<file path="config.mk">
export PLATFORM = sky130hd
export DESIGN_NAME = tcn_timers
export DESIGN_NICKNAME = d
export VERILOG_FILES = /design/src/logic/tcn_pkg.sv /design/src/logic/tcn_tick_if.sv /design/src/logic/tcn_prescale.sv /design/src/logic/tcn_pin_sync.sv /design/src/logic/tcn_timers.sv
export SDC_FILE = /design/constraint.sdc
export NUM_CORES = 1
export LEC_CHECK = 0
export BUFFER_PORTS_ARGS = -buffer_cell sky130_fd_sc_hd__buf_2
export CAP_MARGIN = 20
export CORE_AREA = 2 2 165 167
export CTS_BUF_LIST = sky130_fd_sc_hd__clkbuf_16
export DETAILED_ROUTE_END_ITERATION = 6
export DIE_AREA = 0 0 167 169
export GPL_TIMING_DRIVEN = 0
export PLACE_DENSITY = 0.62
export SYNTH_ARGS = -nofsm -noshare
export SYNTH_HDL_FRONTEND = slang
export SYNTH_SLANG_ARGS = --single-unit
</file>
<file path="constraint.sdc">
create_clock -name core_clk -period 5 [get_ports core_clk]
set_clock_uncertainty 0.15 [all_clocks]
set_input_delay 0 -clock core_clk [delete_from_list [all_inputs] [get_ports core_clk]]
set_output_delay 0 -clock core_clk [all_outputs]
set_load 0.02 [all_outputs]
</file>
<file path="src/logic/tcn_pkg.sv">
// Purpose: constants shared by the timer/counter block
// Assumes: 32-bit Avalon-MM slave, word addressed
// Notes: all offsets are word indices
package tcn_pkg;
  // ***************
  // register map
  // ***************
  localparam int ADDR_W = 4;
  localparam logic [3:0] REG_MODE = 4'h0;
  localparam logic [3:0] REG_CTRL = 4'h1;
  localparam logic [3:0] REG_CLKCON = 4'h2;
  localparam logic [3:0] REG_T0CNT = 4'h3;
  localparam logic [3:0] REG_T1CNT = 4'h4;
  localparam logic [3:0] REG_TIMER2_CONTROL_REG = 4'h5;
  localparam logic [3:0] REG_TIMER2_MODE_REG = 4'h6;
  localparam logic [3:0] REG_T2CNT = 4'h7;
  localparam logic [3:0] REG_CAP = 4'h8;
  // ***************
  // field positions
  // ***************
  localparam int MODE_T0_LO = 0;
  localparam int MODE_T0_CS = 2;
  localparam int MODE_T0_GATE = 3;
  localparam int MODE_T1_LO = 4;
  localparam int MODE_T1_CS = 6;
  localparam int MODE_T1_GATE = 7;
  localparam int CTRL_RUN0 = 0;
  localparam int CTRL_OVF0 = 1;
  localparam int CTRL_RUN1 = 2;
  localparam int CTRL_OVF1 = 3;
  localparam int CK_FAST0 = 3;
  localparam int CK_FAST1 = 4;
  localparam int CK_FAST2 = 5;
  localparam int T2C_CAPNRL = 0;
  localparam int T2C_CS = 1;
  localparam int T2C_RUN = 2;
  localparam int T2C_EXEN = 3;
  localparam int T2C_TRANSMIT_CLOCK_SELECT = 4;
  localparam int T2C_RCLK = 5;
  localparam int T2C_EXF = 6;
  localparam int T2C_OVF = 7;
  localparam int T2M_DOWN_COUNT_ENABLE = 0;
  localparam int T2M_OE = 1;
  localparam int T2M_AUTOCLR = 3;
  // ***************
  // values
  // ***************
  localparam logic [7:0] RESET_BYTE = 8'h00;
  localparam logic [3:0] DIV_LAST = 4'hb;
  localparam logic [1:0] TM_13BIT = 2'h0;
  localparam logic [1:0] TM_16BIT = 2'h1;
  localparam logic [1:0] TM_RELOAD8 = 2'h2;
  localparam logic [1:0] TM_SPLIT = 2'h3;
  localparam logic [4:0] LOW5_TOP = 5'h1f;
  localparam logic [7:0] BYTE_TOP = 8'hff;
  localparam logic [15:0] WORD_TOP = 16'hffff;
  typedef enum logic [2:0] {T2_CAPTURE, T2_RELOAD_UP, T2_UPDOWN, T2_BAUD, T2_CLKOUT} tcn_t2mode_t;
endpackage

</file>
<file path="src/logic/tcn_tick_if.sv">
// Purpose: time-base enables from the divider
// Assumes: single clock domain
// Notes: each tick is a one-cycle pulse
`timescale 1ns/10ps
interface tcn_tick_if;
  logic tick12;
  logic tick4;
  logic tick2;
  modport src (output tick12, output tick4, output tick2);
  modport snk (input tick12, input tick4, input tick2);
endinterface

</file>
<file path="src/logic/tcn_prescale.sv">
// Purpose: divide core clock into /12, /4 and /2 enables
// Assumes: core_clk single domain
// Notes: /4 ticks coincide with /12 ticks every third time
`timescale 1ns/10ps
module tcn_prescale (
  input wire logic core_clk,
  input wire logic rst,
  tcn_tick_if.src ticks
);
  logic [3:0] divCnt_r;
  logic [3:0] divCnt_nxt;

  assign divCnt_nxt = (divCnt_r == tcn_pkg::DIV_LAST) ? 4'h0 : divCnt_r + 4'h1;
  assign ticks.tick12 = (divCnt_r == tcn_pkg::DIV_LAST);
  assign ticks.tick4 = (divCnt_r[1:0] == 2'h3);
  assign ticks.tick2 = divCnt_r[0];

  always_ff @(posedge core_clk) begin
    if (rst) divCnt_r <= 4'h0;
    else divCnt_r <= divCnt_nxt;
  end
endmodule

</file>
<file path="src/logic/tcn_pin_sync.sv">
// Purpose: synchronise a pin and detect sampled falling edges
// Assumes: pin idles high
// Notes: falls need a high sample then a low sample
`timescale 1ns/10ps
module tcn_pin_sync (
  input wire logic core_clk,
  input wire logic rst,
  input wire logic pinIn,
  input wire logic sampleEn,
  output logic level,
  output logic fall
);
  logic meta_r;
  logic sync_r;
  logic sample_r;
  logic fall_r;

  assign level = sync_r;
  assign fall = fall_r;

  // only the second stage feeds the sampler
  always_ff @(posedge core_clk) begin
    if (rst) begin
      meta_r <= 1'b1;
      sync_r <= 1'b1;
      sample_r <= 1'b1;
      fall_r <= 1'b0;
    end else begin
      meta_r <= pinIn;
      sync_r <= meta_r;
      fall_r <= sampleEn & sample_r & ~sync_r;
      if (sampleEn) sample_r <= sync_r;
    end
  end
endmodule

</file>
<file path="src/logic/tcn_timers.sv">
// Purpose: timer/counters 0, 1 and 2 behind an Avalon-MM slave
// Assumes: 10 MHz core_clk, synchronous active-high rst
// Notes: waitrequest drops one cycle after a request is seen
`timescale 1ns/10ps
module tcn_timers (
  input wire logic core_clk,
  input wire logic rst,
  input wire logic [3:0] avs_address,
  input wire logic avs_read,
  input wire logic avs_write,
  input wire logic [31:0] avs_writedata,
  input wire logic [3:0] avs_byteenable,
  output logic [31:0] avs_readdata,
  output logic avs_waitrequest,
  input wire logic countInput0,
  input wire logic countInput1,
  input wire logic gateInput0,
  input wire logic gateInput1,
  input wire logic timer2CountPin,
  input wire logic externalTriggerPin,
  output logic clockOutPin,
  output logic clockOutEn,
  output logic timer0Irq,
  output logic timer1Irq,
  output logic timer2Irq
);
  // ***************
  // state
  // ***************
  logic wait_r;
  logic [31:0] rdata_r;
  logic [7:0] modeReg_r;
  logic [7:0] clkCon_r;
  logic [7:0] timer2_control_reg_r;
  logic [7:0] timer2_mode_reg_r;
  logic run0_r, ovf0_r, run1_r, ovf1_r, external_flag_r, ovf2_r;
  logic [7:0] tl0_r, th0_r, tl1_r, th1_r;
  logic [15:0] t2_r, cap_r;
  logic cout_r, coutEn_r, irq0_r, irq1_r, irq2_r;
  logic [7:0] tl0_nxt, th0_nxt, tl1_nxt, th1_nxt;
  logic [15:0] t2_nxt, cap_nxt;
  logic ovf2Set, exf2Set, exf2Tog, coutTog;

  // ***************
  // helpers
  // ***************
  function automatic logic [16:0] stepPair(input logic [1:0] mode, input logic [7:0] lo, input logic [7:0] hi);
    logic [16:0] r;
    r = {1'b0, hi, lo};
    unique case (mode)
      tcn_pkg::TM_13BIT: begin
        r[4:0] = lo[4:0] + 5'h01;
        if (lo[4:0] == tcn_pkg::LOW5_TOP) begin
          r[15:8] = hi + 8'h01;
          r[16] = (hi == tcn_pkg::BYTE_TOP);
        end
      end
      tcn_pkg::TM_16BIT: begin
        r[15:0] = {hi, lo} + 16'h0001;
        r[16] = ({hi, lo} == tcn_pkg::WORD_TOP);
      end
      tcn_pkg::TM_RELOAD8: begin
        r[7:0] = (lo == tcn_pkg::BYTE_TOP) ? hi : lo + 8'h01;
        r[16] = (lo == tcn_pkg::BYTE_TOP);
      end
      tcn_pkg::TM_SPLIT: begin
        r[7:0] = lo + 8'h01;
        r[16] = (lo == tcn_pkg::BYTE_TOP);
      end
    endcase
    return r;
  endfunction

  function automatic logic [15:0] mergeLanes(input logic [15:0] old, input logic [15:0] wd, input logic [1:0] be);
    return {be[1] ? wd[15:8] : old[15:8], be[0] ? wd[7:0] : old[7:0]};
  endfunction

  // ***************
  // time base and pins
  // ***************
  tcn_tick_if ticks ();
  tcn_prescale u_prescale (.core_clk(core_clk), .rst(rst), .ticks(ticks));

  logic tick0, tick1, tick2;
  logic cnt0Fall, cnt1Fall, t2PinFall, trigFall, trigLevel, gate0Level, gate1Level;
  assign tick0 = clkCon_r[tcn_pkg::CK_FAST0] ? ticks.tick4 : ticks.tick12;
  assign tick1 = clkCon_r[tcn_pkg::CK_FAST1] ? ticks.tick4 : ticks.tick12;
  assign tick2 = clkCon_r[tcn_pkg::CK_FAST2] ? ticks.tick4 : ticks.tick12;

  tcn_pin_sync u_cnt0 (.core_clk(core_clk), .rst(rst), .pinIn(countInput0), .sampleEn(tick0),
    .level(), .fall(cnt0Fall));
  tcn_pin_sync u_cnt1 (.core_clk(core_clk), .rst(rst), .pinIn(countInput1), .sampleEn(tick1),
    .level(), .fall(cnt1Fall));
  tcn_pin_sync u_t2pin (.core_clk(core_clk), .rst(rst), .pinIn(timer2CountPin), .sampleEn(tick2),
    .level(), .fall(t2PinFall));
  tcn_pin_sync u_trig (.core_clk(core_clk), .rst(rst), .pinIn(externalTriggerPin), .sampleEn(tick2),
    .level(trigLevel), .fall(trigFall));
  tcn_pin_sync u_gate0 (.core_clk(core_clk), .rst(rst), .pinIn(gateInput0), .sampleEn(tick0),
    .level(gate0Level), .fall());
  tcn_pin_sync u_gate1 (.core_clk(core_clk), .rst(rst), .pinIn(gateInput1), .sampleEn(tick1),
    .level(gate1Level), .fall());

  // ***************
  // bus decode
  // ***************
  logic take, wrTake;
  logic wrMode, wrCtrl, wrClk, wrT0, wrT1, wrT2Con, wrT2Mod, wrT2, wrCap;
  logic [31:0] readWord;
  assign take = (avs_read | avs_write) & ~wait_r;
  assign wrTake = avs_write & ~wait_r;
  assign wrMode = wrTake & (avs_address == tcn_pkg::REG_MODE) & avs_byteenable[0];
  assign wrCtrl = wrTake & (avs_address == tcn_pkg::REG_CTRL) & avs_byteenable[0];
  assign wrClk = wrTake & (avs_address == tcn_pkg::REG_CLKCON) & avs_byteenable[0];
  assign wrT0 = wrTake & (avs_address == tcn_pkg::REG_T0CNT) & |avs_byteenable[1:0];
  assign wrT1 = wrTake & (avs_address == tcn_pkg::REG_T1CNT) & |avs_byteenable[1:0];
  assign wrT2Con = wrTake & (avs_address == tcn_pkg::REG_TIMER2_CONTROL_REG) & avs_byteenable[0];
  assign wrT2Mod = wrTake & (avs_address == tcn_pkg::REG_TIMER2_MODE_REG) & avs_byteenable[0];
  assign wrT2 = wrTake & (avs_address == tcn_pkg::REG_T2CNT) & |avs_byteenable[1:0];
  assign wrCap = wrTake & (avs_address == tcn_pkg::REG_CAP) & |avs_byteenable[1:0];

  assign readWord =
    (avs_address == tcn_pkg::REG_MODE) ? {24'h000000, modeReg_r} :
    (avs_address == tcn_pkg::REG_CTRL) ? {28'h0000000, ovf1_r, run1_r, ovf0_r, run0_r} :
    (avs_address == tcn_pkg::REG_CLKCON) ? {24'h000000, clkCon_r} :
    (avs_address == tcn_pkg::REG_T0CNT) ? {16'h0000, th0_r, tl0_r} :
    (avs_address == tcn_pkg::REG_T1CNT) ? {16'h0000, th1_r, tl1_r} :
    (avs_address == tcn_pkg::REG_TIMER2_CONTROL_REG) ? {24'h000000, ovf2_r, external_flag_r, timer2_control_reg_r[5:0]} :
    (avs_address == tcn_pkg::REG_TIMER2_MODE_REG) ? {24'h000000, timer2_mode_reg_r} :
    (avs_address == tcn_pkg::REG_T2CNT) ? {16'h0000, t2_r} :
    (avs_address == tcn_pkg::REG_CAP) ? {16'h0000, cap_r} : 32'h00000000;

  always_ff @(posedge core_clk) begin
    if (rst) begin
      wait_r <= 1'b1;
      rdata_r <= 32'h00000000;
    end else begin
      wait_r <= ~((avs_read | avs_write) & wait_r);
      if ((avs_read | avs_write) & wait_r) rdata_r <= readWord;
    end
  end
  assign avs_waitrequest = wait_r;
  assign avs_readdata = rdata_r;

  // ***************
  // timers 0 and 1
  // ***************
  logic [1:0] t0Mode, t1Mode;
  logic split0, en0, en1, inc0, inc1, incHi0, hiOvf0;
  logic [16:0] step0, step1;
  assign t0Mode = modeReg_r[tcn_pkg::MODE_T0_LO +: 2];
  assign t1Mode = modeReg_r[tcn_pkg::MODE_T1_LO +: 2];
  assign split0 = (t0Mode == tcn_pkg::TM_SPLIT);
  assign en0 = run0_r & (~modeReg_r[tcn_pkg::MODE_T0_GATE] | gate0Level);
  // with timer 0 split, timer 1 loses its run bit and is stopped only by its own mode 3 or by its gate input
  assign en1 = (split0 | run1_r) & (~modeReg_r[tcn_pkg::MODE_T1_GATE] | gate1Level);
  assign inc0 = en0 & (modeReg_r[tcn_pkg::MODE_T0_CS] ? cnt0Fall : tick0);
  assign inc1 = en1 & (t1Mode != tcn_pkg::TM_SPLIT) & (modeReg_r[tcn_pkg::MODE_T1_CS] ? cnt1Fall : tick1);
  assign incHi0 = split0 & run1_r & tick0;
  assign hiOvf0 = incHi0 & (th0_r == tcn_pkg::BYTE_TOP);
  assign step0 = stepPair(t0Mode, tl0_r, th0_r);
  assign step1 = stepPair(t1Mode, tl1_r, th1_r);

  always_comb begin
    {th0_nxt, tl0_nxt} = {th0_r, tl0_r};
    {th1_nxt, tl1_nxt} = {th1_r, tl1_r};
    if (inc0) tl0_nxt = step0[7:0];
    if (inc0 & ~split0) th0_nxt = step0[15:8];
    if (incHi0) th0_nxt = th0_r + 8'h01;
    if (inc1) {th1_nxt, tl1_nxt} = step1[15:0];
    if (wrT0) {th0_nxt, tl0_nxt} = mergeLanes({th0_r, tl0_r}, avs_writedata[15:0], avs_byteenable[1:0]);
    if (wrT1) {th1_nxt, tl1_nxt} = mergeLanes({th1_r, tl1_r}, avs_writedata[15:0], avs_byteenable[1:0]);
  end

  logic set0, set1;
  assign set0 = inc0 & step0[16];
  assign set1 = split0 ? hiOvf0 : (inc1 & step1[16]);

  // ***************
  // timer 2
  // ***************
  tcn_pkg::tcn_t2mode_t t2Mode;
  logic baudSel, coutSel, t2Ev, extEv, t2Top, t2AtCap;
  assign baudSel = timer2_control_reg_r[tcn_pkg::T2C_TRANSMIT_CLOCK_SELECT] | timer2_control_reg_r[tcn_pkg::T2C_RCLK];
  assign coutSel = ~timer2_control_reg_r[tcn_pkg::T2C_CAPNRL] & timer2_mode_reg_r[tcn_pkg::T2M_OE];
  assign t2Mode = coutSel ? tcn_pkg::T2_CLKOUT : baudSel ? tcn_pkg::T2_BAUD :
    timer2_control_reg_r[tcn_pkg::T2C_CAPNRL] ? tcn_pkg::T2_CAPTURE :
    timer2_mode_reg_r[tcn_pkg::T2M_DOWN_COUNT_ENABLE] ? tcn_pkg::T2_UPDOWN : tcn_pkg::T2_RELOAD_UP;
  // clock-out counts at clock/2 so one toggle per rollover gives clock/(4*(65536-cap))
  assign t2Ev = timer2_control_reg_r[tcn_pkg::T2C_RUN] & ((t2Mode == tcn_pkg::T2_CLKOUT) ? ticks.tick2 :
    (timer2_control_reg_r[tcn_pkg::T2C_CS] ? t2PinFall : tick2));
  assign extEv = timer2_control_reg_r[tcn_pkg::T2C_EXEN] & trigFall;
  assign t2Top = (t2_r == tcn_pkg::WORD_TOP);
  assign t2AtCap = (t2_r == cap_r);

  always_comb begin
    t2_nxt = t2_r;
    cap_nxt = cap_r;
    ovf2Set = 1'b0;
    exf2Set = 1'b0;
    exf2Tog = 1'b0;
    coutTog = 1'b0;
    unique case (t2Mode)
      tcn_pkg::T2_CAPTURE: begin
        if (t2Ev) begin
          t2_nxt = t2_r + 16'h0001;
          ovf2Set = t2Top;
        end
        if (extEv) begin
          cap_nxt = t2_r;
          exf2Set = 1'b1;
          if (timer2_mode_reg_r[tcn_pkg::T2M_AUTOCLR]) t2_nxt = 16'h0000;
        end
      end
      tcn_pkg::T2_RELOAD_UP: begin
        if (t2Ev) begin
          t2_nxt = t2Top ? cap_r : t2_r + 16'h0001;
          ovf2Set = t2Top;
        end
        if (extEv) begin
          t2_nxt = cap_r;
          exf2Set = 1'b1;
        end
      end
      tcn_pkg::T2_UPDOWN: begin
        if (t2Ev & trigLevel) begin
          t2_nxt = t2Top ? cap_r : t2_r + 16'h0001;
          ovf2Set = t2Top;
          exf2Tog = t2Top;
        end else if (t2Ev) begin
          t2_nxt = t2AtCap ? tcn_pkg::WORD_TOP : t2_r - 16'h0001;
          ovf2Set = t2AtCap;
          exf2Tog = t2AtCap;
        end
      end
      tcn_pkg::T2_BAUD: begin
        if (t2Ev) t2_nxt = t2Top ? cap_r : t2_r + 16'h0001;
        exf2Set = extEv;
      end
      tcn_pkg::T2_CLKOUT: begin
        if (t2Ev) t2_nxt = t2Top ? cap_r : t2_r + 16'h0001;
        coutTog = t2Ev & t2Top;
      end
    endcase
    if (wrT2) t2_nxt = mergeLanes(t2_r, avs_writedata[15:0], avs_byteenable[1:0]);
    if (wrCap) cap_nxt = mergeLanes(cap_r, avs_writedata[15:0], avs_byteenable[1:0]);
  end

  // ***************
  // registers
  // ***************
  // flag set by hardware wins over a clearing write in the same cycle
  always_ff @(posedge core_clk) begin
    if (rst) begin
      modeReg_r <= tcn_pkg::RESET_BYTE;
      clkCon_r <= tcn_pkg::RESET_BYTE;
      timer2_control_reg_r <= tcn_pkg::RESET_BYTE;
      timer2_mode_reg_r <= tcn_pkg::RESET_BYTE;
      {run0_r, ovf0_r, run1_r, ovf1_r} <= 4'h0;
    end else begin
      if (wrMode) modeReg_r <= avs_writedata[7:0];
      if (wrClk) clkCon_r <= avs_writedata[7:0];
      if (wrT2Con) timer2_control_reg_r <= avs_writedata[7:0];
      if (wrT2Mod) timer2_mode_reg_r <= avs_writedata[7:0];
      if (wrCtrl) {run1_r, run0_r} <= {avs_writedata[tcn_pkg::CTRL_RUN1], avs_writedata[tcn_pkg::CTRL_RUN0]};
      ovf0_r <= set0 | (wrCtrl ? avs_writedata[tcn_pkg::CTRL_OVF0] : ovf0_r);
      ovf1_r <= set1 | (wrCtrl ? avs_writedata[tcn_pkg::CTRL_OVF1] : ovf1_r);
    end
  end

  logic exf2Base, ovf2Base;
  assign exf2Base = wrT2Con ? avs_writedata[tcn_pkg::T2C_EXF] : external_flag_r;
  assign ovf2Base = wrT2Con ? avs_writedata[tcn_pkg::T2C_OVF] : ovf2_r;

  always_ff @(posedge core_clk) begin
    if (rst) begin
      {tl0_r, th0_r, tl1_r, th1_r} <= 32'h00000000;
      t2_r <= 16'h0000;
      cap_r <= 16'h0000;
      external_flag_r <= 1'b0;
      ovf2_r <= 1'b0;
      cout_r <= 1'b0;
      coutEn_r <= 1'b0;
      {irq0_r, irq1_r, irq2_r} <= 3'h0;
    end else begin
      {tl0_r, th0_r, tl1_r, th1_r} <= {tl0_nxt, th0_nxt, tl1_nxt, th1_nxt};
      t2_r <= t2_nxt;
      cap_r <= cap_nxt;
      external_flag_r <= exf2Set | (exf2Base ^ exf2Tog);
      ovf2_r <= ovf2Set | ovf2Base;
      cout_r <= (t2Mode == tcn_pkg::T2_CLKOUT) ? cout_r ^ coutTog : 1'b0;
      coutEn_r <= (t2Mode == tcn_pkg::T2_CLKOUT) & timer2_control_reg_r[tcn_pkg::T2C_RUN];
      irq0_r <= ovf0_r;
      irq1_r <= ovf1_r;
      irq2_r <= ovf2_r | (external_flag_r & (t2Mode != tcn_pkg::T2_UPDOWN));
    end
  end
  assign clockOutPin = cout_r;
  assign clockOutEn = coutEn_r;
  assign timer0Irq = irq0_r;
  assign timer1Irq = irq1_r;
  assign timer2Irq = irq2_r;
endmodule

</file>
Word-level counts from Yosys, hierarchy flattened
Cells that the tools add are included.
{ "word_totals": {"reg_bits": 162, "input_bits": 50, "out_inout_bits": 38} }
{ "op_classes": {"addsub": 11, "n_eq_ne": 43, "muxes": 70, "n_bitwise": 69, "reduce_logical": 30} }
{ "ops": {"columns": ["operator", "n"], "rows": [
  ["2-to-1 mux 16 bit", 22],
  ["2-to-1 mux 8 bit", 13],
  ["case mux 16 bit (4 select lines)", 1],
  ["adder 16 x 1 -> 16 bit (second input constant)", 3],
  ["equality test 16 bit (second input constant)", 3],
  ["bitwise AND 1 bit", 46],
  ["case mux 5 bit (4 select lines)", 2],
  ["adder 8 x 1 -> 8 bit (second input constant)", 4],
  ["equality test 8 bit (second input constant)", 4],
  ["case mux 8 bit (2 select lines)", 2],
  ["2-to-1 mux 1 bit", 18],
  ["2-to-1 mux 9 bit", 2],
  ["!= test 2 bit (second input constant)", 9],
  ["case mux 3 bit (3 select lines)", 2],
  ["equality test 16 bit", 1],
  ["equality test 4 x 3 -> 1 bit (second input constant)", 4],
  ["subtractor 16 x 1 -> 16 bit (second input constant)", 1],
  ["OR reduction 2 bit", 7],
  ["AND reduction 3 bit", 4],
  ["nonzero test 4 bit", 3],
  ["NOT 1 bit", 11],
  ["adder 5 x 1 -> 5 bit (second input constant)", 2],
  ["equality test 2 bit (second input constant)", 5],
  ["equality test 5 bit (second input constant)", 2],
  ["other kinds (24)", 52]
]} }

Depth between registers and ports, before layout
Gate-level depths: netlist (run 1).
{ "depth": {"ltp_word": 12, "ltp_mapped": 11, "depth_no_buf": 10} }

By module
From an unflattened synthesis (run 1), not the netlist that was laid out.
{ "hier_totals": {"hier_cells": 1369, "area_unflattened_um2": 10545.1} }
{ "modules_own_cells": {"columns": ["mod", "n_inst", "cells_each", "area_per_inst_um2"], "rows": [
  ["tcn_timers", 1, 1299, 9658.0],
  ["tcn_pin_sync", 6, 9, 120.1],
  ["tcn_prescale", 1, 16, 166.4]
]} }

Least setup slack after synthesis (run 1)
Ideal clock, no wire load.
{ "synth_path": {"path_kind": "flip-flop to flip-flop", "from": "reg t2_r[0]", "to": "reg t2_r[5]", "setup_ps": 122, "arrival_time_ps": 2070, "slack_ps": 2658, "path_stages_with_launch": 11, "n_path_buf": 2, "cell_sequence": "dfxtp_1 -> ha_1 -> nand3_2 -> nor4_4 -> and2_1 -> buf_4 -> buf_4 -> o21a_1 -> mux2i_1 -> a221oi_1 -> o21ai_1"} }
{ "synth_between": {"elab_chain_len": 6} }
{ "synth_lines": {"columns": ["element", "line_no", "source"], "rows": [
  ["start, declared", "tcn_timers.sv:38", "logic [15:0] t2_r, cap_r;"],
  ["start signal, assigned", "tcn_timers.sv:286", "t2_r <= t2_nxt;"],
  ["subtractor 16 x 1 -> 16 bit, or another cell as far along", "tcn_timers.sv:230", "t2_nxt = t2AtCap ? tcn_pkg::WORD_TOP : t2_r - 16'h0001;"],
  ["2-to-1 mux 16 bit (on tied branches) (2 in a row)", null, null],
  ["2-to-1 mux 16 bit (on tied branches)", "tcn_timers.sv:225, tcn_timers.sv:208, tcn_timers.sv:219", null],
  ["case mux 16 bit (4 select lines) *", "tcn_timers.sv:202", "unique case (t2Mode)"],
  ["2-to-1 mux 16 bit *", "tcn_timers.sv:244", "if (wrT2) t2_nxt = mergeLanes(t2_r, avs_writedata[15:0], avs_byteenable[1:0]);"]
]} }
Mark *: on every way between the ends. The rest lies on a longest branch, timed or not. The select of a mux whose other input is x is not followed.
A chain may end at the register's enable or synchronous reset.

Worst setup path in the final report (run 1)
{ "layout_path": {"from": "reg u_prescale.divCnt_r[0]", "to": "reg t2_r[11]"} }
{ "layout_between": {"elab_chain_len": 10} }
{ "layout_lines": {"columns": ["element", "line_no", "source"], "rows": [
  ["start, declared", "tcn_prescale.sv:10", "logic [3:0] divCnt_r;"],
  ["start signal, assigned", "tcn_prescale.sv:20", "else divCnt_r <= divCnt_nxt;"],
  ["equality test 4 bit or equality test 2 bit (tied branches)", "tcn_prescale.sv:14, tcn_prescale.sv:15", null],
  ["2-to-1 mux 1 bit", "tcn_timers.sv:88", "assign tick2 = clkCon_r[tcn_pkg::CK_FAST2] ? ticks.tick4 : ticks.tick12;"],
  ["2-to-1 mux 1 bit", "tcn_timers.sv:190", "(timer2_control_reg_r[tcn_pkg::T2C_CS] ? t2PinFall : tick2));"],
  ["2-to-1 mux 1 bit *", "tcn_timers.sv:189", "assign t2Ev = timer2_control_reg_r[tcn_pkg::T2C_RUN] & ((t2Mode == tcn_pkg::T2_CLKOUT) ? ticks.tick2 :"],
  ["bitwise AND 1 bit *", "tcn_timers.sv:189", null],
  ["2-to-1 mux 16 bit", "tcn_timers.sv:204", "if (t2Ev) begin"],
  ["2-to-1 mux 16 bit", "tcn_timers.sv:211", "if (timer2_mode_reg_r[tcn_pkg::T2M_AUTOCLR]) t2_nxt = 16'h0000;"],
  ["2-to-1 mux 16 bit", "tcn_timers.sv:208", "if (extEv) begin"],
  ["case mux 16 bit (4 select lines)", "tcn_timers.sv:202", null],
  ["2-to-1 mux 16 bit", "tcn_timers.sv:244", null]
]} }
Mark *: on every way between the ends. The rest lies on a longest branch, timed or not.

==> results of run 1 <==
## metrics by stage
step,area (µm²),setup slack [ns]
final,11900,1.45
after global routing,11900,1.28
after CTS,11900,1.49
after global placement,11100,1.46
after floorplan,10400,2.66
after detailed placement,11100,1.50
## cell usage after synthesis (6+ instances only)
master / number / share of area (%)
o211ai_1: 14 / 1.0
xor2_1: 13 / 1.1
inv_1: 29 / 1.0
o21ai_1: 12 / 0.58
o22ai_1: 11 / 0.66
o31ai_1: 10 / 0.72
a22oi_1: 33 / 2.4
nor4b_1: 6 / 0.51
a211o_1: 7 / 0.59
o21a_1: 13 / 0.94
or2_2: 13 / 0.78
and3_1: 12 / 0.72
buf_2: 27 / 1.3
ha_1: 13 / 1.6
nand3_1: 41 / 2.0
a31oi_1: 14 / 0.84
mux2i_1: 67 / 6.5
o21ai_0: 99 / 4.8
nand4_1: 18 / 1.1
nand2b_1: 15 / 0.90
a311oi_1: 6 / 0.51
xnor2_1: 37 / 3.1
a221oi_1: 12 / 1.0
nor2_1: 179 / 6.5
a21oi_1: 81 / 3.9
a211oi_1: 44 / 3.2
buf_4: 20 / 1.4
nand2_1: 96 / 3.5
nor2b_1: 12 / 0.72
clkbuf_1: 77 / 2.8
nor3_1: 48 / 2.3
and2_1: 13 / 0.78
or3_1: 6 / 0.36
dfxtp_1: 146 / 28
nor4_1: 8 / 0.48
a32oi_1: 12 / 1.0
## cells by family after synthesis
kind of cell / after synthesis / synth area share, %
xor gates and xnor gates: 50 / 4.22
and+or+nand+nor: 506 / 24.2
muxes: 73 / 7.13
DFF: 146 / 28.1
adders and majority gates: 13 / 1.57
other: 1 / 0.0361
buffers and inverters: 163 / 7.23
AOI/OAI and AO/OA: 427 / 27.5
## where the power goes
group          total [W]  switching, W  internal, W
clock            0.00134      0.000659     0.000679
combinational   0.000287      0.000200    0.0000875
sequential       0.00119     0.0000102      0.00118
## flip-flops by register name, indices dropped and copies added, names as in the netlist, 4 cells and up
| signal | flops |
|---|---|
| cap_r | 16 |
| th0_r | 8 |
| timer2_mode_reg_r | 8 |
| modeReg_r | 8 |
| timer2_control_reg_r | 6 |
| avs_readdata | 16 |
| clkCon_r | 8 |
| u_prescale.divCnt_r | 4 |
| tl1_r | 8 |
| t2_r | 16 |
| tl0_r | 8 |
| th1_r | 8 |
## cell type report
type	instances	area, µm²
Timing Repair Buffer	59	383
Clock inverter	15	183
Multi-Input combinational cell	1085	6770
Tap cell	341	427
Buffer	133	638
Sequential cell	146	2920
Fill cell	2718	14600
Inverter	30	113
Clock buffer	17	425
## final timing paths
kind	from	end	depth (start not counted)	slack [ns]
max reg2reg	u_prescale.divCnt_r[0]	t2_r[11]	9	1.45
min	avs_address[2]	avs_readdata[6]	5	0.03
max	u_prescale.divCnt_r[0]	t2_r[11]	9	1.45
min reg2reg	u_cnt1.meta_r	u_cnt1.level	1	0.26
## worst reg2reg max path, stage by stage (launching register included)
cell,delay (ns)
dfxtp_1,0.44
ha_1,0.30
mux2i_1,0.12
a21oi_2,0.48
o21ai_1,0.45
buf_2,0.37
nor3_1,0.20
o32ai_1,0.11
a2111oi_0,0.65
o21ai_1,0.12
## routing by layer
layer / GRT usage [%] / part of all wire (%) / vias to the layer above
li1: - / - / 5221
met1: 41.5 / 43 / 5385
met2: 45.5 / 43 / 658
met3: 5.61 / 10 / 127
met4: 13.2 / 4.2 / 0
met5: 0 / 0 / -
==> flow_metrics.env, run 1 <==
export IMPL_cp_max_fo=10
export IMPL_htree_levels=4
export IMPL_ys_ff_latch=146
export IMPL_crit_family="compound AO/OA/AOI/OAI gates"
export IMPL_crit_chain="ha_1, mux2i_1, a21oi_2, o21ai_1, buf_2, nor3_1, o32ai_1, a2111oi_0, o21ai_1"
export IMPL_clk_pin_slew_ns=0.08
export IMPL_fin_setup_tns_ns=0
export IMPL_final_common_cell="nor2_1"
export IMPL_grt_pass1_wl_um=64900
export IMPL_cp_end_kind="register"
export IMPL_drive_above_1_share_pct=11.8
export IMPL_synth_edf_count=0
export IMPL_antennaDiodeCount=0
export IMPL_viasPerCell=6.24
export IMPL_maxSlewViolCount=0
export IMPL_syn_mean_instance_area_um2=7.53
export IMPL_ctsHoldBuffers=17
export IMPL_port_buffers=41
export IMPL_area_growth_pct=14.2
export IMPL_instances_no_fill=1826
export IMPL_rsz0062_at_grt="no"
export IMPL_cp_slowest_cell="a2111oi_0"
export IMPL_holdWs_ns=0.0277
export IMPL_p_leak_nw=4.20
export IMPL_cts_resized=0
export IMPL_hpwl_um=31800
export IMPL_core_area_um2=26500
export IMPL_die_area_um2=28200
export IMPL_place_gp_congestion=0.999
export IMPL_power_density_nw_per_um2=237
export IMPL_drt_pass1_iter_count=7
export IMPL_power_total_w=0.00281
export IMPL_max_slew_margin_pct=29.4
export IMPL_cts_root_buffer="clkbuf_16"
export IMPL_layout_common_cells="nor2_1, dfxtp_1, o21ai_0"
export IMPL_period_share_pct=71.0
export IMPL_antenna_found_initial=0
export IMPL_fp_dieW_um=167
export IMPL_pin_count=88
export IMPL_syn_inst=1379
export IMPL_fmax_mhz=282
export IMPL_clkLatencyLatePin_ns=0.44
export IMPL_postCtsSetupBuffers=0
export IMPL_crit_buf_inv=1
export IMPL_synthDistinctLibCells=89
export IMPL_synth_area_um2=10400
export IMPL_grt_overflow=0
export IMPL_hold_viol_final=0
export IMPL_fin_nets=1535
export IMPL_max_cap_viol_count=0
export IMPL_grt_start_max_net_pins=19
export IMPL_drtIter0Drc=1364
export IMPL_violations="DRC"
export IMPL_irDropWorstVdd_v=0.000205
export IMPL_grtUsageTotal_pct=30.0
export IMPL_required_ns=5.15
export IMPL_setup_viol=0
export IMPL_synth_flop_cell="dfxtp_1"
export IMPL_hold_path_class="primary input to register"
export IMPL_grt_pass1_vias=10500
export IMPL_async_reset_ff_share_pct=0
export IMPL_path_class="register to register"
export IMPL_vias=11400
export IMPL_placementRows=60
export IMPL_worst_pin_slew_ns=1.05
export IMPL_clockBufferDepth=2
export IMPL_start_util_pct=39.2
export IMPL_yosys_warnings=0
export IMPL_max_stage_delay_ns=0.65
export IMPL_path_common_cell="o21ai_1"
export IMPL_wl_per_cell_um=23.8
export IMPL_tritoncts="built"
export IMPL_drc=2
export IMPL_critPathLaunchType="register"
export IMPL_status="complete, but fails checks"
export IMPL_crit_arrival_ns=3.70
export IMPL_ys_seq_area_share_pct=28.1
export IMPL_wirelength_um=43400
export IMPL_post_route_util_pct=44.7
export IMPL_die_h_um=169
export IMPL_layout_min_cycle_time_ns=3.55
export IMPL_ant_nets=0
export IMPL_numCtsBuffers=17
export IMPL_cts_sinks=146
export IMPL_dp_cells=1776
(Power assumes the default switching activity.)
==> run 2: changes to the inputs <==
PLACE_DENSITY = 0.65   (was 0.62)
clock period = 2.8 ns   (was 5 ns; I/O delays follow)
==> flow_metrics.env, run 2 (synthesis gave the netlist of run 1 again) <==
export IMPL_status="complete, but fails checks"
export IMPL_violations="setup timing"
export IMPL_die_h_um=169
export IMPL_hpwl_um=31800
export IMPL_numCtsBuffers=17
export IMPL_drt_pass1_iter_count=6
export IMPL_cp_max_fo=10
export IMPL_drtIter0Drc=1579
export IMPL_port_buffers=41
export IMPL_viasPerCell=6.33
export IMPL_path_class="register to register"
export IMPL_wirelength_um=43600
export IMPL_vias=11600
export IMPL_clockBufferDepth=2
export IMPL_setup_viol=1
export IMPL_clkLatencyLatePin_ns=0.45
export IMPL_crit_buf_inv=3
export IMPL_htree_levels=4
export IMPL_grt_pass1_wl_um=64600
export IMPL_fmax_mhz=357
export IMPL_crit_family="simple AND/OR/NAND/NOR gates"
export IMPL_instances_no_fill=1831
export IMPL_power_density_nw_per_um2=418
export IMPL_antennaDiodeCount=0
export IMPL_grt_overflow=0
export IMPL_fillCellCount=2710
export IMPL_required_ns=3.01
export IMPL_hold_viol_final=0
export IMPL_die_area_um2=28200
export IMPL_post_place_ws_ns=-0.491
export IMPL_layout_common_cells="nor2_1, dfxtp_1, nand2_1"
export IMPL_crit_arrival_ns=3.02
export IMPL_tritoncts="built"
export IMPL_ant_nets=0
export IMPL_fin_nets=1540
export IMPL_p_leak_nw=4.28
export IMPL_drive_above_1_share_pct=14.5
export IMPL_dp_cells=1776
export IMPL_worst_pin_slew_ns=1.17
export IMPL_grt_start_max_net_pins=19
export IMPL_path_common_cell="buf_6"
export IMPL_final_common_cell="nor2_1"
export IMPL_layout_min_cycle_time_ns=2.80
export IMPL_cp_slowest_cell="nor4b_1"
export IMPL_fin_ws_ns=-0.00338
export IMPL_grt_pass1_vias=10500
export IMPL_clk_pin_slew_ns=0.08
export IMPL_max_cap_viol_count=0
export IMPL_core_area_um2=26500
export IMPL_irDropWorstVdd_v=0.000409
export IMPL_rsz0062_at_grt="yes"
export IMPL_period_share_pct=100
export IMPL_critPathLaunchType="register"
export IMPL_cts_root_buffer="clkbuf_16"
export IMPL_drc=0
export IMPL_grtUsageTotal_pct=29.8
export IMPL_area_growth_pct=16.3
export IMPL_cp_end_kind="register"
export IMPL_place_gp_congestion=0.994
export IMPL_crit_chain="nor2b_1, buf_6, or4_4, buf_6, clkbuf_1, nor4b_1, a32oi_1, o21ai_1"
export IMPL_antenna_found_initial=0
export IMPL_maxSlewViolCount=0
export IMPL_wl_per_cell_um=23.8
export IMPL_max_stage_delay_ns=0.59
export IMPL_pin_count=88
export IMPL_fp_dieW_um=167
export IMPL_max_slew_margin_pct=21.8
export IMPL_start_util_pct=39.2
export IMPL_cts_sinks=146
export IMPL_placementRows=60
export IMPL_hold_path_class="primary input to register"
-- run 2: changes by cell type in the layout (fill, tap and decap cells not counted), sizes merged --
cell / change
clkbuf: -1
buf: +5
clkinvlp: +1
dlygate4sd3: +1
clkinv: -3
inv: +2
-- run 2: path summary, 6_finish.rpt --
check,startpoint,to,slack (ns),depth (start not counted)
worst max-delay path,timer2_mode_reg_r[1],t2_r[5],-0.003,8
worst min-delay path,avs_writedata[7],modeReg_r[7],0.03,3
worst max register to register,timer2_mode_reg_r[1],t2_r[5],-0.003,8
worst min register to register,u_t2pin.meta_r,u_t2pin.level,0.26,1
-- run 2: final cells by class --
type / instances / area (µm²) / share of cell area (%)
plain buffers: 131 / 662 / 5.48
clock buffers: 17 / 425 / 3.52
clock inverters: 15 / 181 / 1.50
inverters: 30 / 113 / 0.932
multi-input cells: 1085 / 6900 / 57.2
flip-flops and latches: 146 / 2930 / 24.2
well taps: 341 / 427 / 3.53
repair buffers: 66 / 438 / 3.63
-- run 2: where the power goes --
group | switching (W) | internal, W
Combinational | 0.000361 | 0.000166
Sequential | 0.0000195 | 0.00210
Clock | 0.00119 | 0.00121
Total | 0.00157 | 0.00348
-- run 2: through the flow --
| step | util, % | total power, W | area [µm²] | TNS, ns | hold slack (ns) |
|---|---|---|---|---|---|
| after floorplan | - | 0.00247 | 10400 | 0 | -0.0462 |
| after global placement | 41.8 | 0.00264 | 11100 | -4.23 | 0.0330 |
| after detailed placement | 41.8 | 0.00264 | 11100 | -4.36 | 0.0340 |
| after CTS | 45.0 | 0.00503 | 11900 | 0 | 0.00455 |
| after global routing | 45.6 | 0.00517 | 12100 | -0.0237 | 0.0151 |
| final | 45.6 | 0.00505 | 12100 | -0.00338 | 0.0257 |
-- run 2: per-layer routing --
| layer | routed length, µm | GRT usage, % |
|---|---|---|
| met3 | 4510 | 6.17 |
| met1 | 18600 | 41.5 |
| met5 | 0 | 0 |
| met4 | 1640 | 11.4 |
| met2 | 18800 | 45.3 |
-- run 2: worst reg2reg max path, stage by stage (launching register included) --
cell and delay (ns):
dfxtp_2 0.38, nor2b_1 0.16, buf_6 0.15, or4_4 0.48, buf_6 0.18, clkbuf_1 0.36, nor4b_1 0.59, a32oi_1 0.18
o21ai_1 0.11
-- run 2: what timing repair did --
action | CTS | global route
hold buffers | 17 | 1
endpoints found under the hold margin | 43 | 1
pin swaps | 2 | 5
cloned | 0 | 0
setup endpoints to repair | 26 | 23
resized for setup | 19 | 48
setup buffers | 3 | 4
==> run 3: changes to the inputs <==
CORE_AREA = 2 2 176 178   (was 2 2 165 167)
DIE_AREA = 0 0 178 180   (was 0 0 167 169)
PLACE_DENSITY = 0.59   (was 0.65)
==> flow_metrics.env, run 3 (synthesis gave the netlist of run 1 again) <==
export IMPL_p_seq_share_pct=41.0
export IMPL_htree_levels=4
export IMPL_p_leak_nw=4.28
export IMPL_r2r_setup_slack_ns=-0.02
export IMPL_pin_count=88
export IMPL_instances_no_fill=1886
export IMPL_vias=11400
export IMPL_p_sw_w=0.00154
export IMPL_setup_viol=1
export IMPL_grt_overflow=0
export IMPL_grt_pass1_wl_um=64800
export IMPL_grt_pass1_vias=10200
export IMPL_swShare_pct=29.8
export IMPL_critPathLaunchType="register"
export IMPL_fin_ws_ns=-0.0160
export IMPL_clk_pin_slew_ns=0.07
export IMPL_fillCellCount=3141
export IMPL_hold_path_class="primary input to register"
export IMPL_fmax_mhz=355
export IMPL_ant_nets=0
export IMPL_tritoncts="built"
export IMPL_core_area_um2=30200
export IMPL_period_share_pct=101
export IMPL_status="complete, but fails checks"
export IMPL_required_ns=2.97
export IMPL_final_common_cell="nor2_1"
export IMPL_antenna_found_initial=0
export IMPL_crit_arrival_ns=2.99
export IMPL_cts_root_buffer="clkbuf_16"
export IMPL_drive_above_1_share_pct=14.3
export IMPL_cp_end_kind="register"
export IMPL_wirelength_um=43900
export IMPL_maxSlewViolCount=0
export IMPL_drc=0
export IMPL_hold_viol_final=0
export IMPL_holdWs_ns=0.0540
export IMPL_max_slew_margin_pct=23.6
export IMPL_wl_per_cell_um=23.3
export IMPL_power_total_w=0.00517
export IMPL_viasPerCell=6.07
export IMPL_layout_common_cells="nor2_1, dfxtp_1, o21ai_0, nand2_1, a21oi_1"
export IMPL_layout_min_cycle_time_ns=2.82
export IMPL_place_gp_congestion=0.981
export IMPL_port_buffers=41
export IMPL_cts_sinks=146
export IMPL_dp_cells=1831
export IMPL_hpwl_um=32000
export IMPL_post_route_util_pct=40.3
export IMPL_grtUsageTotal_pct=26.9
export IMPL_grt_start_max_net_pins=17
export IMPL_drtIter0Drc=1479
export IMPL_die_h_um=180
export IMPL_numCtsBuffers=17
export IMPL_placementRows=64
export IMPL_area_growth_pct=17.3
export IMPL_max_cap_viol_count=0
export IMPL_clockPowerShare_pct=48.6
export IMPL_p_int_w=0.00363
export IMPL_comb_power_share_pct=10.4
export IMPL_irDropWorstVdd_v=0.000431
export IMPL_path_class="register to register"
export IMPL_drt_pass1_iter_count=7
export IMPL_worst_pin_slew_ns=1.15
export IMPL_start_util_pct=34.4
export IMPL_power_density_nw_per_um2=424
export IMPL_clkLatencyLatePin_ns=0.45
export IMPL_clockBufferDepth=2
export IMPL_rsz0062_at_grt="yes"
export IMPL_cp_max_fo=9
export IMPL_fin_nets=1539
export IMPL_die_area_um2=32000
export IMPL_violations="setup timing"
export IMPL_fp_dieW_um=178
run 3: critical path, cell delays in order (launching register included):
cell and delay (ns):
dfxtp_1 0.39, nor2b_1 0.17, buf_6 0.14, nor3_1 0.49, o21ai_0 0.58, and3_1 0.39
a2111oi_2 0.29, o21ai_1 0.09
run 3: per-layer routing:
metal	vias up	wire length, µm	GRT usage, %	share of wire, %
met4	0	1990	11.7	4.5
met2	688	18900	40.1	43
met1	5403	18500	37.9	42
li1	5216	-	-	-
met3	135	4490	4.42	10
met5	-	0	0	0
run 3: timing repair:
action | in CTS | in global routing
setup endpoints to repair | 28 | 25
hold buffers | 17 | 0
hold endpoints to repair | 43 | 0
setup buffers | 4 | 4
gates resized for setup | 22 | 38
pin swaps | 3 | 6
run 3: through the flow:
step	worst slack, ns	instance area (µm²)	setup TNS, ns
4_1_cts	-0.0433	12000	-0.0433
3_5_place_dp	-0.490	11100	-5.22
6_report	-0.0160	12200	-0.0160
3_3_place_gp	-0.535	11100	-5.27
2_1_floorplan	0.458	10400	0
5_1_grt	-0.0645	12200	-0.188
run 3: cell type report:
cell class | instances | area, µm² | share of cell area [%]
clock inverter | 15 | 183 | 1.50
timing repair buffer | 66 | 435 | 3.58
inverter | 30 | 113 | 0.925
clock buffer | 17 | 425 | 3.49
buffer | 130 | 654 | 5.37
antenna | 1 | 2.50 | 0.0206
multi-input combinational | 1085 | 6940 | 57.0
tap | 396 | 495 | 4.07
sequential | 146 | 2930 | 24.0
run 3: power groups by stage:
stage                     Combinational [W]  Sequential, W  Clock (W)
after CTS                          0.000517        0.00212    0.00251
after global routing               0.000566        0.00212    0.00261
final                              0.000537        0.00212    0.00251
after detailed placement           0.000485        0.00217          0
after floorplan                    0.000295        0.00217          0
after global placement             0.000485        0.00217          0
run 3: worst paths after layout:
path                                      startpoint  cells past startpoint      endpoint
worst min-delay path                avs_writedata[2]                      3  modeReg_r[2]
worst min register to register         u_cnt0.meta_r                      1  u_cnt0.level
worst max-delay path            timer2_mode_reg_r[1]                      7      t2_r[11]
worst max register to register  timer2_mode_reg_r[1]                      7      t2_r[11]
